**src/core/scsas_defines.svh**
```systemverilog
`ifndef SCSAS_DEFINES_SVH
`define SCSAS_DEFINES_SVH

// System clock and converter clock periods
`define SCSAS_CLK_NS 10
`define SCSAS_CONV_CLK_NS 500
`define SCSAS_DIV_CYCLES (`SCSAS_CONV_CLK_NS / `SCSAS_CLK_NS)

// Cycle budgets in converter clock ticks
`define SCSAS_CONV_TICKS 9'h018
`define SCSAS_CAL_TICKS 9'h12c

// Array and correction geometry
`define SCSAS_NSTAGE 4'h3
`define SCSAS_NCAL_LAST 3'h6
`define SCSAS_CAP_MSB 13'h1000
`define SCSAS_DAC_MSB 13'h0080
`define SCSAS_LAST_CAL_BIT 4'h6

// Reset values
`define SCSAS_NULL_RST 3'h7
`define SCSAS_DAC_RST 8'h00

`endif

```
**src/core/scsas_pkg.sv**
```systemverilog
package scsas_pkg;

  typedef enum logic [3:0] {
    ST_IDLE    = 4'b0000,
    ST_CNULL   = 4'b0001,
    ST_CLOAD   = 4'b0010,
    ST_CSAMP   = 4'b0011,
    ST_CSAR    = 4'b0100,
    ST_KNULL   = 4'b0101,
    ST_KOFF    = 4'b0110,
    ST_KDIS    = 4'b0111,
    ST_KSET    = 4'b1000,
    ST_KRENULL = 4'b1001,
    ST_KZERO   = 4'b1010,
    ST_KSWAP   = 4'b1011,
    ST_KSAR    = 4'b1100,
    ST_PAD     = 4'b1101
  } scsas_state_type;

endpackage : scsas_pkg

```
**src/core/scsas_seq.sv**
```systemverilog
`timescale 1ns/1ns
`include "scsas_defines.svh"

module scsas_seq (
  // Clock and reset
  input wire logic CLK_I,
  input wire logic RSTN_I,
  // Commands from the host, same clock
  input wire logic CONV_START_I,
  input wire logic CAL_START_I,
  // Comparator output from the analog core
  input wire logic COMP_I,
  // Analog switch and DAC controls
  output logic IN_SHORT_O,
  output logic IN_CONNECT_O,
  output logic [2:0] NULL_SW_O,
  output logic [12:0] CAP_REF_O,
  output logic [7:0] CDAC_O,
  // Status and result to the host
  output logic BUSY_O,
  output logic [15:0] RESULT_O,
  output logic RESULT_VALID_O,
  output logic CAL_DONE_O,
  output logic CAL_VALID_O
);

  localparam logic [5:0] DIV_LAST = 6'(`SCSAS_DIV_CYCLES - 1);

  // Comparator synchroniser
  logic comp_s1_q;
  logic comp_s2_q;

  always_ff @(posedge CLK_I or negedge RSTN_I) begin
    if (!RSTN_I) begin
      comp_s1_q <= 1'b0;
      comp_s2_q <= 1'b0;
    end else begin
      comp_s1_q <= COMP_I;
      comp_s2_q <= comp_s1_q;
    end
  end

  // Converter clock enable
  logic [5:0] div_q;
  logic [5:0] div_d;
  logic ce_q;
  logic ce_d;

  always_comb begin
    ce_d = (div_q == DIV_LAST);
    div_d = ce_d ? 6'h00 : div_q + 6'h01;
  end

  always_ff @(posedge CLK_I or negedge RSTN_I) begin
    if (!RSTN_I) begin
      div_q <= 6'h00;
      ce_q <= 1'b0;
    end else begin
      div_q <= div_d;
      ce_q <= ce_d;
    end
  end

  // Sequencer state
  scsas_pkg::scsas_state_type st_q;
  scsas_pkg::scsas_state_type st_d;
  logic cal_q, cal_d;
  logic [8:0] tick_q, tick_d;
  logic [3:0] step_q, step_d;
  logic [3:0] bit_q, bit_d;
  logic [12:0] sar_q, sar_d;
  logic [2:0] pass_q, pass_d;
  logic [7:0] off_q, off_d;
  logic [7:0] err_q [7];
  logic [7:0] err_d [7];
  logic [7:0] acc_q, acc_d;
  logic short_q, short_d;
  logic conn_q, conn_d;
  logic [2:0] null_q, null_d;
  logic [12:0] capref_q, capref_d;
  logic [7:0] cdac_q, cdac_d;
  logic busy_q, busy_d;
  logic [15:0] res_q, res_d;
  logic rvalid_q, rvalid_d;
  logic cdone_q, cdone_d;
  logic calv_q, calv_d;
  logic [2:0] err_idx;
  logic [12:0] res_tc;

  always_comb begin
    st_d = st_q;
    cal_d = cal_q;
    tick_d = tick_q;
    step_d = step_q;
    bit_d = bit_q;
    sar_d = sar_q;
    pass_d = pass_q;
    off_d = off_q;
    err_d = err_q;
    acc_d = acc_q;
    short_d = short_q;
    conn_d = conn_q;
    null_d = null_q;
    capref_d = capref_q;
    cdac_d = cdac_q;
    busy_d = busy_q;
    res_d = res_q;
    rvalid_d = 1'b0;
    cdone_d = 1'b0;
    calv_d = calv_q;
    err_idx = 3'(4'hc - bit_q);
    res_tc = sar_q ^ `SCSAS_CAP_MSB;
    // A new command aborts whatever cycle is running
    if (CAL_START_I || CONV_START_I) begin
      st_d = CAL_START_I ? scsas_pkg::ST_KNULL : scsas_pkg::ST_CNULL;
      cal_d = CAL_START_I;
      tick_d = 9'h000;
      step_d = 4'h0;
      busy_d = 1'b1;
      conn_d = 1'b0;
      if (CAL_START_I) begin
        calv_d = 1'b0;
      end
    end else if (ce_q && st_q != scsas_pkg::ST_IDLE) begin
      tick_d = tick_q + 9'h001;
      step_d = step_q + 4'h1;
      unique case (st_q)
        scsas_pkg::ST_CNULL, scsas_pkg::ST_KNULL, scsas_pkg::ST_KRENULL: begin
          if (step_q == 4'h0) begin
            null_d = `SCSAS_NULL_RST;
            short_d = (st_q != scsas_pkg::ST_KRENULL);
            conn_d = 1'b0;
          end else begin
            null_d = null_q & ~(3'h1 << (step_q - 4'h1));
          end
          if (step_q == `SCSAS_NSTAGE) begin
            step_d = 4'h0;
            short_d = 1'b0;
            if (st_q == scsas_pkg::ST_CNULL) begin
              st_d = scsas_pkg::ST_CLOAD;
            end else if (st_q == scsas_pkg::ST_KNULL) begin
              st_d = scsas_pkg::ST_KOFF;
            end else begin
              st_d = scsas_pkg::ST_KZERO;
            end
          end
        end
        scsas_pkg::ST_CLOAD: begin
          cdac_d = off_q;
          acc_d = 8'h00;
          st_d = scsas_pkg::ST_CSAMP;
        end
        scsas_pkg::ST_CSAMP: begin
          conn_d = 1'b1;
          capref_d = 13'h0000;
          step_d = 4'h0;
          st_d = scsas_pkg::ST_CSAR;
        end
        scsas_pkg::ST_CSAR: begin
          conn_d = 1'b0;
          if (step_q == 4'h0) begin
            sar_d = `SCSAS_CAP_MSB;
            bit_d = 4'hc;
          end else begin
            if (!comp_s2_q) begin
              sar_d[bit_q] = 1'b0;
            end else if (bit_q >= `SCSAS_LAST_CAL_BIT) begin
              acc_d = acc_q + err_q[err_idx];
            end
            if (bit_q == 4'h0) begin
              st_d = scsas_pkg::ST_PAD;
            end else begin
              bit_d = bit_q - 4'h1;
              sar_d[bit_d] = 1'b1;
            end
          end
          capref_d = sar_d;
          cdac_d = off_q + acc_d;
        end
        scsas_pkg::ST_KOFF, scsas_pkg::ST_KSAR: begin
          // 8-bit approximation on the correction DACs
          if (step_q == 4'h0) begin
            sar_d = `SCSAS_DAC_MSB;
            bit_d = 4'h7;
          end else begin
            if (!comp_s2_q) begin
              sar_d[bit_q] = 1'b0;
            end
            if (bit_q == 4'h0) begin
              step_d = 4'h0;
              st_d = scsas_pkg::ST_KDIS;
              if (st_q == scsas_pkg::ST_KOFF) begin
                off_d = sar_d[7:0];
                pass_d = 3'h0;
              end else begin
                err_d[pass_q] = sar_d[7:0];
                if (pass_q == `SCSAS_NCAL_LAST) begin
                  st_d = scsas_pkg::ST_PAD;
                end else begin
                  pass_d = pass_q + 3'h1;
                end
              end
            end else begin
              bit_d = bit_q - 4'h1;
              sar_d[bit_d] = 1'b1;
            end
          end
          cdac_d = (st_q == scsas_pkg::ST_KOFF) ? sar_d[7:0] : sar_d[7:0] - off_q;
        end
        scsas_pkg::ST_KDIS: begin
          conn_d = 1'b0;
          short_d = 1'b0;
          st_d = scsas_pkg::ST_KSET;
        end
        scsas_pkg::ST_KSET: begin
          capref_d = `SCSAS_CAP_MSB >> pass_q;
          cdac_d = off_q;
          step_d = 4'h0;
          st_d = scsas_pkg::ST_KRENULL;
        end
        scsas_pkg::ST_KZERO: begin
          cdac_d = `SCSAS_DAC_RST;
          st_d = scsas_pkg::ST_KSWAP;
        end
        scsas_pkg::ST_KSWAP: begin
          // Higher caps already measured stay grounded
          capref_d = (`SCSAS_CAP_MSB >> pass_q) - 13'h0001;
          cdac_d = 8'h00 - off_q;
          step_d = 4'h0;
          st_d = scsas_pkg::ST_KSAR;
        end
        scsas_pkg::ST_PAD: begin
          // Idle out the rest of the fixed budget
          if (tick_q == (cal_q ? `SCSAS_CAL_TICKS : `SCSAS_CONV_TICKS) - 9'h001) begin
            tick_d = tick_q;
            st_d = scsas_pkg::ST_IDLE;
            busy_d = 1'b0;
            capref_d = 13'h0000;
            cdac_d = `SCSAS_DAC_RST;
            if (cal_q) begin
              cdone_d = 1'b1;
              calv_d = 1'b1;
            end else begin
              res_d = {{3{res_tc[12]}}, res_tc};
              rvalid_d = 1'b1;
            end
          end
        end
        default: begin
          st_d = scsas_pkg::ST_IDLE;
          busy_d = 1'b0;
        end
      endcase
    end
  end

  always_ff @(posedge CLK_I or negedge RSTN_I) begin
    if (!RSTN_I) begin
      st_q <= scsas_pkg::ST_IDLE;
      cal_q <= 1'b0;
      tick_q <= 9'h000;
      step_q <= 4'h0;
      bit_q <= 4'h0;
      sar_q <= 13'h0000;
      pass_q <= 3'h0;
      off_q <= 8'h00;
      for (int i = 0; i < 7; i++) begin
        err_q[i] <= 8'h00;
      end
      acc_q <= 8'h00;
      short_q <= 1'b0;
      conn_q <= 1'b0;
      null_q <= `SCSAS_NULL_RST;
      capref_q <= 13'h0000;
      cdac_q <= `SCSAS_DAC_RST;
      busy_q <= 1'b0;
      res_q <= 16'h0000;
      rvalid_q <= 1'b0;
      cdone_q <= 1'b0;
      calv_q <= 1'b0;
    end else begin
      st_q <= st_d;
      cal_q <= cal_d;
      tick_q <= tick_d;
      step_q <= step_d;
      bit_q <= bit_d;
      sar_q <= sar_d;
      pass_q <= pass_d;
      off_q <= off_d;
      err_q <= err_d;
      acc_q <= acc_d;
      short_q <= short_d;
      conn_q <= conn_d;
      null_q <= null_d;
      capref_q <= capref_d;
      cdac_q <= cdac_d;
      busy_q <= busy_d;
      res_q <= res_d;
      rvalid_q <= rvalid_d;
      cdone_q <= cdone_d;
      calv_q <= calv_d;
    end
  end

  assign IN_SHORT_O = short_q;
  assign IN_CONNECT_O = conn_q;
  assign NULL_SW_O = null_q;
  assign CAP_REF_O = capref_q;
  assign CDAC_O = cdac_q;
  assign BUSY_O = busy_q;
  assign RESULT_O = res_q;
  assign RESULT_VALID_O = rvalid_q;
  assign CAL_DONE_O = cdone_q;
  assign CAL_VALID_O = calv_q;
endmodule : scsas_seq

```
**config.mk**
```make
export PLATFORM = sky130hd
export DESIGN_NAME = scsas_seq
export DESIGN_NICKNAME = d
export VERILOG_FILES = /design/src/core/scsas_pkg.sv /design/src/core/scsas_seq.sv
export VERILOG_INCLUDE_DIRS = /design/src /design/src/core
export SDC_FILE = /design/constraint.sdc
export NUM_CORES = 1
export LEC_CHECK = 0
export BUFFER_PORTS_ARGS = -buffer_cell sky130_fd_sc_hd__buf_4
export CORE_MARGIN = 2
export CORE_UTILIZATION = 62
export DETAILED_ROUTE_END_ITERATION = 10
export HOLD_SLACK_MARGIN = 0.02
export PLACE_DENSITY = 0.81
export SYNTH_ARGS = -nofsm -noshare
export SYNTH_HDL_FRONTEND = slang
export SYNTH_SLANG_ARGS = --single-unit
```
**constraint.sdc**
```tcl
create_clock -name CLK_I -period 7.6 [get_ports CLK_I]
set_input_delay 0.38 -clock CLK_I [delete_from_list [all_inputs] [get_ports CLK_I]]
set_output_delay 0.38 -clock CLK_I [all_outputs]
set_load 0.01 [all_outputs]
```
# Yosys cells after proc, flatten, opt, wreduce, memory -nomap -nowiden
# Cells that the tools add are included.
# totals
register_bits	162
out_inout_bits	46
# op_classes
add_sub_neg	13
n_lt_le_gt_ge	8
n_eq_ne	31
n_shift	2
mux	98
bitwise_logic	13
n_reduce_logical	39
# op_table
op	count
13-bit two-way mux	16
8-bit two-way mux	11
4-bit two-way mux	20
13-bit case mux with 5 select lines	1
56-bit bitwise mux	1
8-bit case mux with 6 select lines	1
9-bit two-way mux	5
4-bit case mux with 10 select lines	1
3-bit != test, second input constant	9
1-bit two-way mux	26
13-bit OR	2
13-bit case mux with 2 select lines	1
8-bit binary-select mux with 3-bit select	1
8-bit demux with 3-bit select	1
4-bit == test, second input constant	6
6-bit AND reduction	3
8-bit adder	2
4-bit by 3-bit == test with 1-bit output, second input constant	4
8-bit case mux with 2 select lines	1
3-bit AND reduction	5
2-bit nonzero test	7
13-bit bitwise AND	1
13-bit inverter	1
13-bit by 3-bit right shift with 13-bit output, first input constant	1
48 further kinds	77

# Logic depth before layout (Yosys ltp)
# logic_depth
ltp_word	20
ltp_mapped	26
mapped_depth_nobuf	22

# Worst setup path after synthesis
# No wires, ideal clock.
# synth_timing
path_kind	register -> register
start	register bit_q[0]
end	register cdac_q[7], in the netlist CDAC_O[7]
setup_time_ns	0.124
arrival_ns	5.488
required_time_ns	7.476
slack_ns	1.988
path_stages_with_launch	25
n_path_buf	5
period_less_slack_ns	5.612
path_cell_list	dfrtp_1 > buf_2 > buf_1 > clkbuf_1 > inv_1 > ha_1 > clkbuf_1 > clkbuf_1 > mux4_2 > nor2_1 > a21oi_1 > ha_1 > fa_1 > a21o_1 > a21oi_1 > o21bai_1 > a21oi_1 > xnor2_1 > mux2_2 > ha_1 > o41ai_1 > xnor2_1 > xnor2_1 > o22a_1 > o31a_1
# synth_via
elab_chain_cells	20
elab_cells_between_ends	42
cone_classes	add/sub: 5; order compare: 5; mux: 25; bitwise: 4; reduce/logical: 3
# synth_lines
element	line	rtl
start, declared	scsas_seq.sv:70	logic [3:0] bit_q, bit_d;
start signal, assigned	scsas_seq.sv:286	bit_q <= bit_d;
4-bit by 5-bit less-than comparator with 1-bit output (not written as such) or 4-bit by 1-bit greater-or-equal comparator with 1-bit output (tied branches)	scsas_seq.sv:187	sar_d[bit_q] = 1'b0;
1-bit logical AND (not written as such)	scsas_seq.sv:187	
1-bit two-way mux (not written as such)	scsas_seq.sv:187	
1-bit demux with 4-bit select	scsas_seq.sv:187	
13-bit inverter (no source line)	n/a	
13-bit bitwise AND (no source line)	n/a	
13-bit two-way mux	scsas_seq.sv:186	if (!comp_s2_q) begin
13-bit two-way mux	scsas_seq.sv:182	if (step_q == 4'h0) begin
[4 not listed]	n/a	
13-bit two-way mux	scsas_seq.sv:189	if (bit_q == 4'h0) begin
13-bit two-way mux	scsas_seq.sv:182	
13-bit two-way mux	scsas_seq.sv:127	unique case (st_q)
13-bit two-way mux	scsas_seq.sv:124	end else if (ce_q && st_q != scsas_pkg::ST_IDLE) begin
13-bit two-way mux	scsas_seq.sv:114	if (CAL_START_I || CONV_START_I) begin
8-bit subtractor	scsas_seq.sv:208	cdac_d = (st_q == scsas_pkg::ST_KOFF) ? sar_d[7:0] : sar_d[7:0] - off_q;
8-bit two-way mux	scsas_seq.sv:208	
8-bit case mux with 6 select lines (*)	scsas_seq.sv:127	
end signal, assigned	scsas_seq.sv:275	cdac_q <= `SCSAS_DAC_RST;
end, declared	scsas_seq.sv:81	logic [7:0] cdac_q, cdac_d;
# Every way passes the cells marked *; elsewhere a longest branch is shown, timed or not. The select of a mux whose other input is x is not followed.
# A chain may end at the register's enable or synchronous reset.

==> impl_table.tex <==
\begin{tabular}{lr}
\hline
Metric & Value \\
\hline
\multicolumn{2}{l}{\textbf{Setup path}} \\
\quad Count of cell instances traversed by the critical path & 19 \\
\quad Maximum fanout along the worst path & 18 \\
\quad Most frequent cell on the critical path & a21oi\_1 \\
\quad Crit end category & flop \\
\quad CP peak stage delay & 0.87 ns \\
\quad Start-to-end type of the worst setup path & reg2reg \\
\quad Type of origin of the critical path & flop \\
\quad Buffer and inverter count on the worst path & 1 \\
\quad Cell-by-cell trace of the critical path & inv\_1 > ha\_1 > nor2b\_1 > a21oi\_1 > a21oi\_1 > ha\_1 > fa\_1 > a21o\_1 > a21oi\_1 > o21bai\_1 > a21oi\_1 > xnor2\_1 > mux2\_2 > ha\_1 > o41ai\_1 > xnor2\_1 > xnor2\_1 > o22a\_1 > o31a\_1 \\
\quad CP max-delay cell & ha\_1 \\
\quad Data required time at the worst endpoint & 7.93 ns \\
\quad Largest delay contributor family on the critical path & adder cells \\
\quad Length in cells of the worst reg-to-reg path & 19 \\
\quad Endpoint arrival time on the critical path & 5.47 ns \\
\multicolumn{2}{l}{\textbf{Clocking}} \\
\quad Post-CTS setup buffer count & 0 \\
\quad Hold buffer count at CTS & 0 \\
\quad TritonCTS clock tree & built \\
\quad Latest clock arrival within the worst-skew pair & 0.44 ns \\
\quad Gates resized, CTS repair & 0 \\
\quad CTS H-tree lvls & 4 \\
\quad Clock transition at the registers of the reported paths & 0.07 ns \\
\quad Cell at the root of the clock tree & clkbuf\_16 \\
\quad Buffer levels on the longest clock path & 2 \\
\quad Clock buffer count from CTS & 17 \\
\quad Clock sink count & 162 \\
\multicolumn{2}{l}{\textbf{Route}} \\
\quad Number of iterations in the first detailed-routing pass & 7 \\
\quad Total wire length & 26.43 mm \\
\quad Remaining antenna violation count after routing & 0 \\
\quad Via-per-instance ratio & 6.481 \\
\quad Via Count & 8432 \\
\quad Average wire length per cell after detail routing & 20.31 µm \\
\quad DRC errors left & 0 \\
\quad Number of DRC violations after detailed-routing iteration 0 & 959 \\
\multicolumn{2}{l}{\textbf{STA}} \\
\quad Max-slew headroom & 0.2108 \\
\quad Unrepaired setup endpoints after global routing & no \\
\quad Clock period minus worst slack & 5.134 ns \\
\quad Fin crit share & 0.6755 \\
\quad Worst hold slack & -0.01673 ns \\
\quad Highest attainable clock frequency & 194.8 MHz \\
\quad Final Skew & 0.01119 ns \\
\quad Final setup violation count & 0 \\
\quad Endpoints failing hold & 9 \\
\quad Setup TNS & 0 ns \\
\quad Slew @ Worst Pin & 1.179 ns \\
\quad Fin. max-slew vios & 0 \\
\multicolumn{2}{l}{\textbf{Global route}} \\
\quad Global-route wire length before repair & 41.79 mm \\
\quad Maximum number of pins on one net before global-route repair & 95 \\
\quad Initial antenna violation count & 0 \\
\quad Total routing usage reported by global routing & 0.3229 \\
\quad Overflow left after global routing & 0 \\
\quad Number of global-route vias before repair & 7842 \\
\multicolumn{2}{l}{\textbf{Logic synthesis}} \\
\quad Multiplexer fraction of the synthesized cell area & 0.09701 \\
\quad Most common cell in the netlist & dfrtp\_1 \\
\quad Compound-gate portion of the synthesized area & 0.1872 \\
\quad Seq/Total Area, Yosys & 0.4080 \\
\quad Syn Area/Cell & 9.399 µm² \\
\quad Number of distinct library cells after synthesis & 100 \\
\quad Leading cell types by count after synthesis & 159 x dfrtp\_1, 140 x nand2\_1, 101 x nor2\_1, 88 x o21ai\_0, 61 x a21oi\_1 \\
\quad Area of the mapped netlist & 0.009945 mm² \\
\quad Yosys warning count & 0 \\
\quad Combinational family with the most area after synthesis & compound AO/OA/AOI/OAI gates \\
\quad Async S/R FF share, synth & 1.000 \\
\quad Number of enable-type register cells in the synthesized netlist & 0 \\
\quad Synth Area in XOR/XNOR & 0.03422 \\
\quad Synthesized flop and latch total & 162 \\
\quad Top cells by area, synth & dfrtp\_1 40\%, mux2\_2 6.5\%, nand2\_1 5.3\% \\
\quad Synthesized-area fraction occupied by and/or/nand/nor cells & 0.1862 \\
\quad Area share of fa/ha/maj cells after synthesis & 0.05033 \\
\quad Syn Nets & 1101 \\
\quad Cell count after synthesis & 1058 \\
\quad Largest area contributor in the netlist & dfrtp\_1 \\
\quad Main flop type after synthesis & dfrtp\_1 \\
\quad Area share of the leading cell type in the synthesized netlist & 0.4001 \\
\multicolumn{2}{l}{\textbf{Final layout}} \\
\quad Count of inserted antenna diode cells & 0 \\
\quad Multi-input combinational cell area & 0.005519 mm² \\
\quad Ratio of cells with drive above 1 in the final layout & 0.1760 \\
\quad \# nets final & 1115 \\
\quad Filler Cell Count & 1236 \\
\quad Layout overhead on the synthesized area & 10.64\% \\
\quad Sequential Area & 0.004058 mm² \\
\multicolumn{2}{l}{\textbf{Die}} \\
\quad Die outline height & 130.6 µm \\
\quad Effective utilization at floorplan & 0.6306 \\
\quad Number of cell rows & 46 \\
\quad Horiz. Die Dim & 130.6 µm \\
\quad I/O pin total & 51 \\
\quad DIE AREA & 0.01707 mm² \\
\quad Std-Cell Core Area & 0.01577 mm² \\
\multicolumn{2}{l}{\textbf{Place}} \\
\quad Half-perimeter wire length of the detailed placement result & 18.27 mm \\
\quad Weighted congestion at the end of routability-driven global placement & 0.9790 \\
\quad Count of input and output buffers & 50 \\
\multicolumn{2}{l}{\textbf{Pwr}} \\
\quad Tot Pwr & 1.809 mW \\
\quad Total power density per cell area & 164.4 mW/mm² \\
\quad Static leakage & 4.828 nW \\
\quad Worst IR drop on VDD & 232.0 µV \\
\multicolumn{2}{l}{\textbf{Status}} \\
\quad Run status & finished with violations \\
\quad Violations in the final reports & negative hold slack \\
\multicolumn{2}{l}{\textbf{Worst hold path}} \\
\quad Type of the worst min-delay path & in2async \\
\multicolumn{2}{l}{\textbf{Flow run}} \\
\quad Max-cap viol count & 0 \\
\hline
\end{tabular}
==> report_power, final <==
group	switching, mW	total, mW	leakage [nW]	internal, mW
combinational	0.0216	0.0268	2.32	0.00521
sequential	0.00497	0.868	2.20	0.863
clock	0.403	0.914	0.301	0.511
total	0.429	1.81	4.83	1.38
==> path summary, 6_finish.rpt <==
kind                           start  slack [ns]        end
min                           RSTN_I       -0.02  tick_q[4]
max reg2reg                     flop        2.47  CDAC_O[7]
max in group asynchronous     RSTN_I        6.22   sar_q[5]
min reg2reg                comp_s1_q        0.37  comp_s2_q
min in group CLK_I            COMP_I        0.05  comp_s1_q
max                             flop        2.47  CDAC_O[7]
==> area by class of cell <==
| type | count | share of cell area |
|---|---|---|
| inverter | 28 | 0.009552 |
| multi-input combinational | 807 | 0.5016 |
| sequential | 162 | 0.3688 |
| clock buffer | 18 | 0.03991 |
| timing repair buffer | 56 | 0.03855 |
| clock inverter | 14 | 0.01706 |
| tap | 216 | 0.02456 |
==> per-layer routing <==
| metal | up-vias | routed length [µm] | GRT usage |
|---|---|---|---|
| li1 | 3843 | - | - |
| met2 | 445 | 12050 | 0.4979 |
| met5 | - | 0 | 0 |
| met1 | 4086 | 11360 | 0.4565 |
| met4 | 0 | 693 | 0.1083 |
| met3 | 58 | 2319 | 0.07207 |
==> per-stage QoR <==
step                utilization  cells  setup slack (ns)  area (µm²)  hold WS (ns)
finish                   0.6977   1301             2.466       11000      -0.01673
global route             0.6977   1301             2.051       11000       0.03095
CTS                      0.6977   1301             2.503       11000       0.04127
detailed placement       0.6580   1269             2.565       10380        0.3544
global placement         0.6580   1269             2.657       10380        0.3325
floorplan                     -   1058             1.988        9945       0.08441
==> cell usage in the layout, fill, tap and decap left out, drive strengths merged, types with 13 or more instances in the layout <==
master  count
a21oi      61
nor2      102
clkbuf     18
buf        56
a21o       13
inv        36
mux2       59
nand3      20
nor3       22
ha         36
nand2     141
nor2b      13
dfrtp     159
xnor2      26
nand2b     14
o21ai      91
==> cells by family (layout without fill, tap and decap cells) <==
group / Yosys count / after routing
AOI/OAI and AO/OA: 277 / 277
xor gates and xnor gates: 38 / 38
adders and majority gates: 39 / 39
buffers and inverters: 89 / 116
DFF: 162 / 162
muxes: 79 / 79
and+or+nand+nor: 374 / 374
==> worst register-to-register path: stages (launching register included) <==
cell and delay [ns]:
dfrtp_1 0.53, inv_1 0.14, ha_1 0.87, nor2b_1 0.33
a21oi_1 0.23, a21oi_1 0.10, ha_1 0.25, fa_1 0.42
a21o_1 0.19, a21oi_1 0.22, o21bai_1 0.09, a21oi_1 0.17
xnor2_1 0.08, mux2_2 0.27, ha_1 0.21, o41ai_1 0.39
xnor2_1 0.18, xnor2_1 0.08, o22a_1 0.17, o31a_1 0.09
==> registers in the layout (all words and copies together), names as in the netlist, 6 cells and up, named ones only <==
signal	count
div_q	6
sar_q	13
tick_q	9
RESULT_O	13
err_q	56
off_q	8
CDAC_O	8
acc_q	8
CAP_REF_O	13
Power figures use the tool's default switching activity.
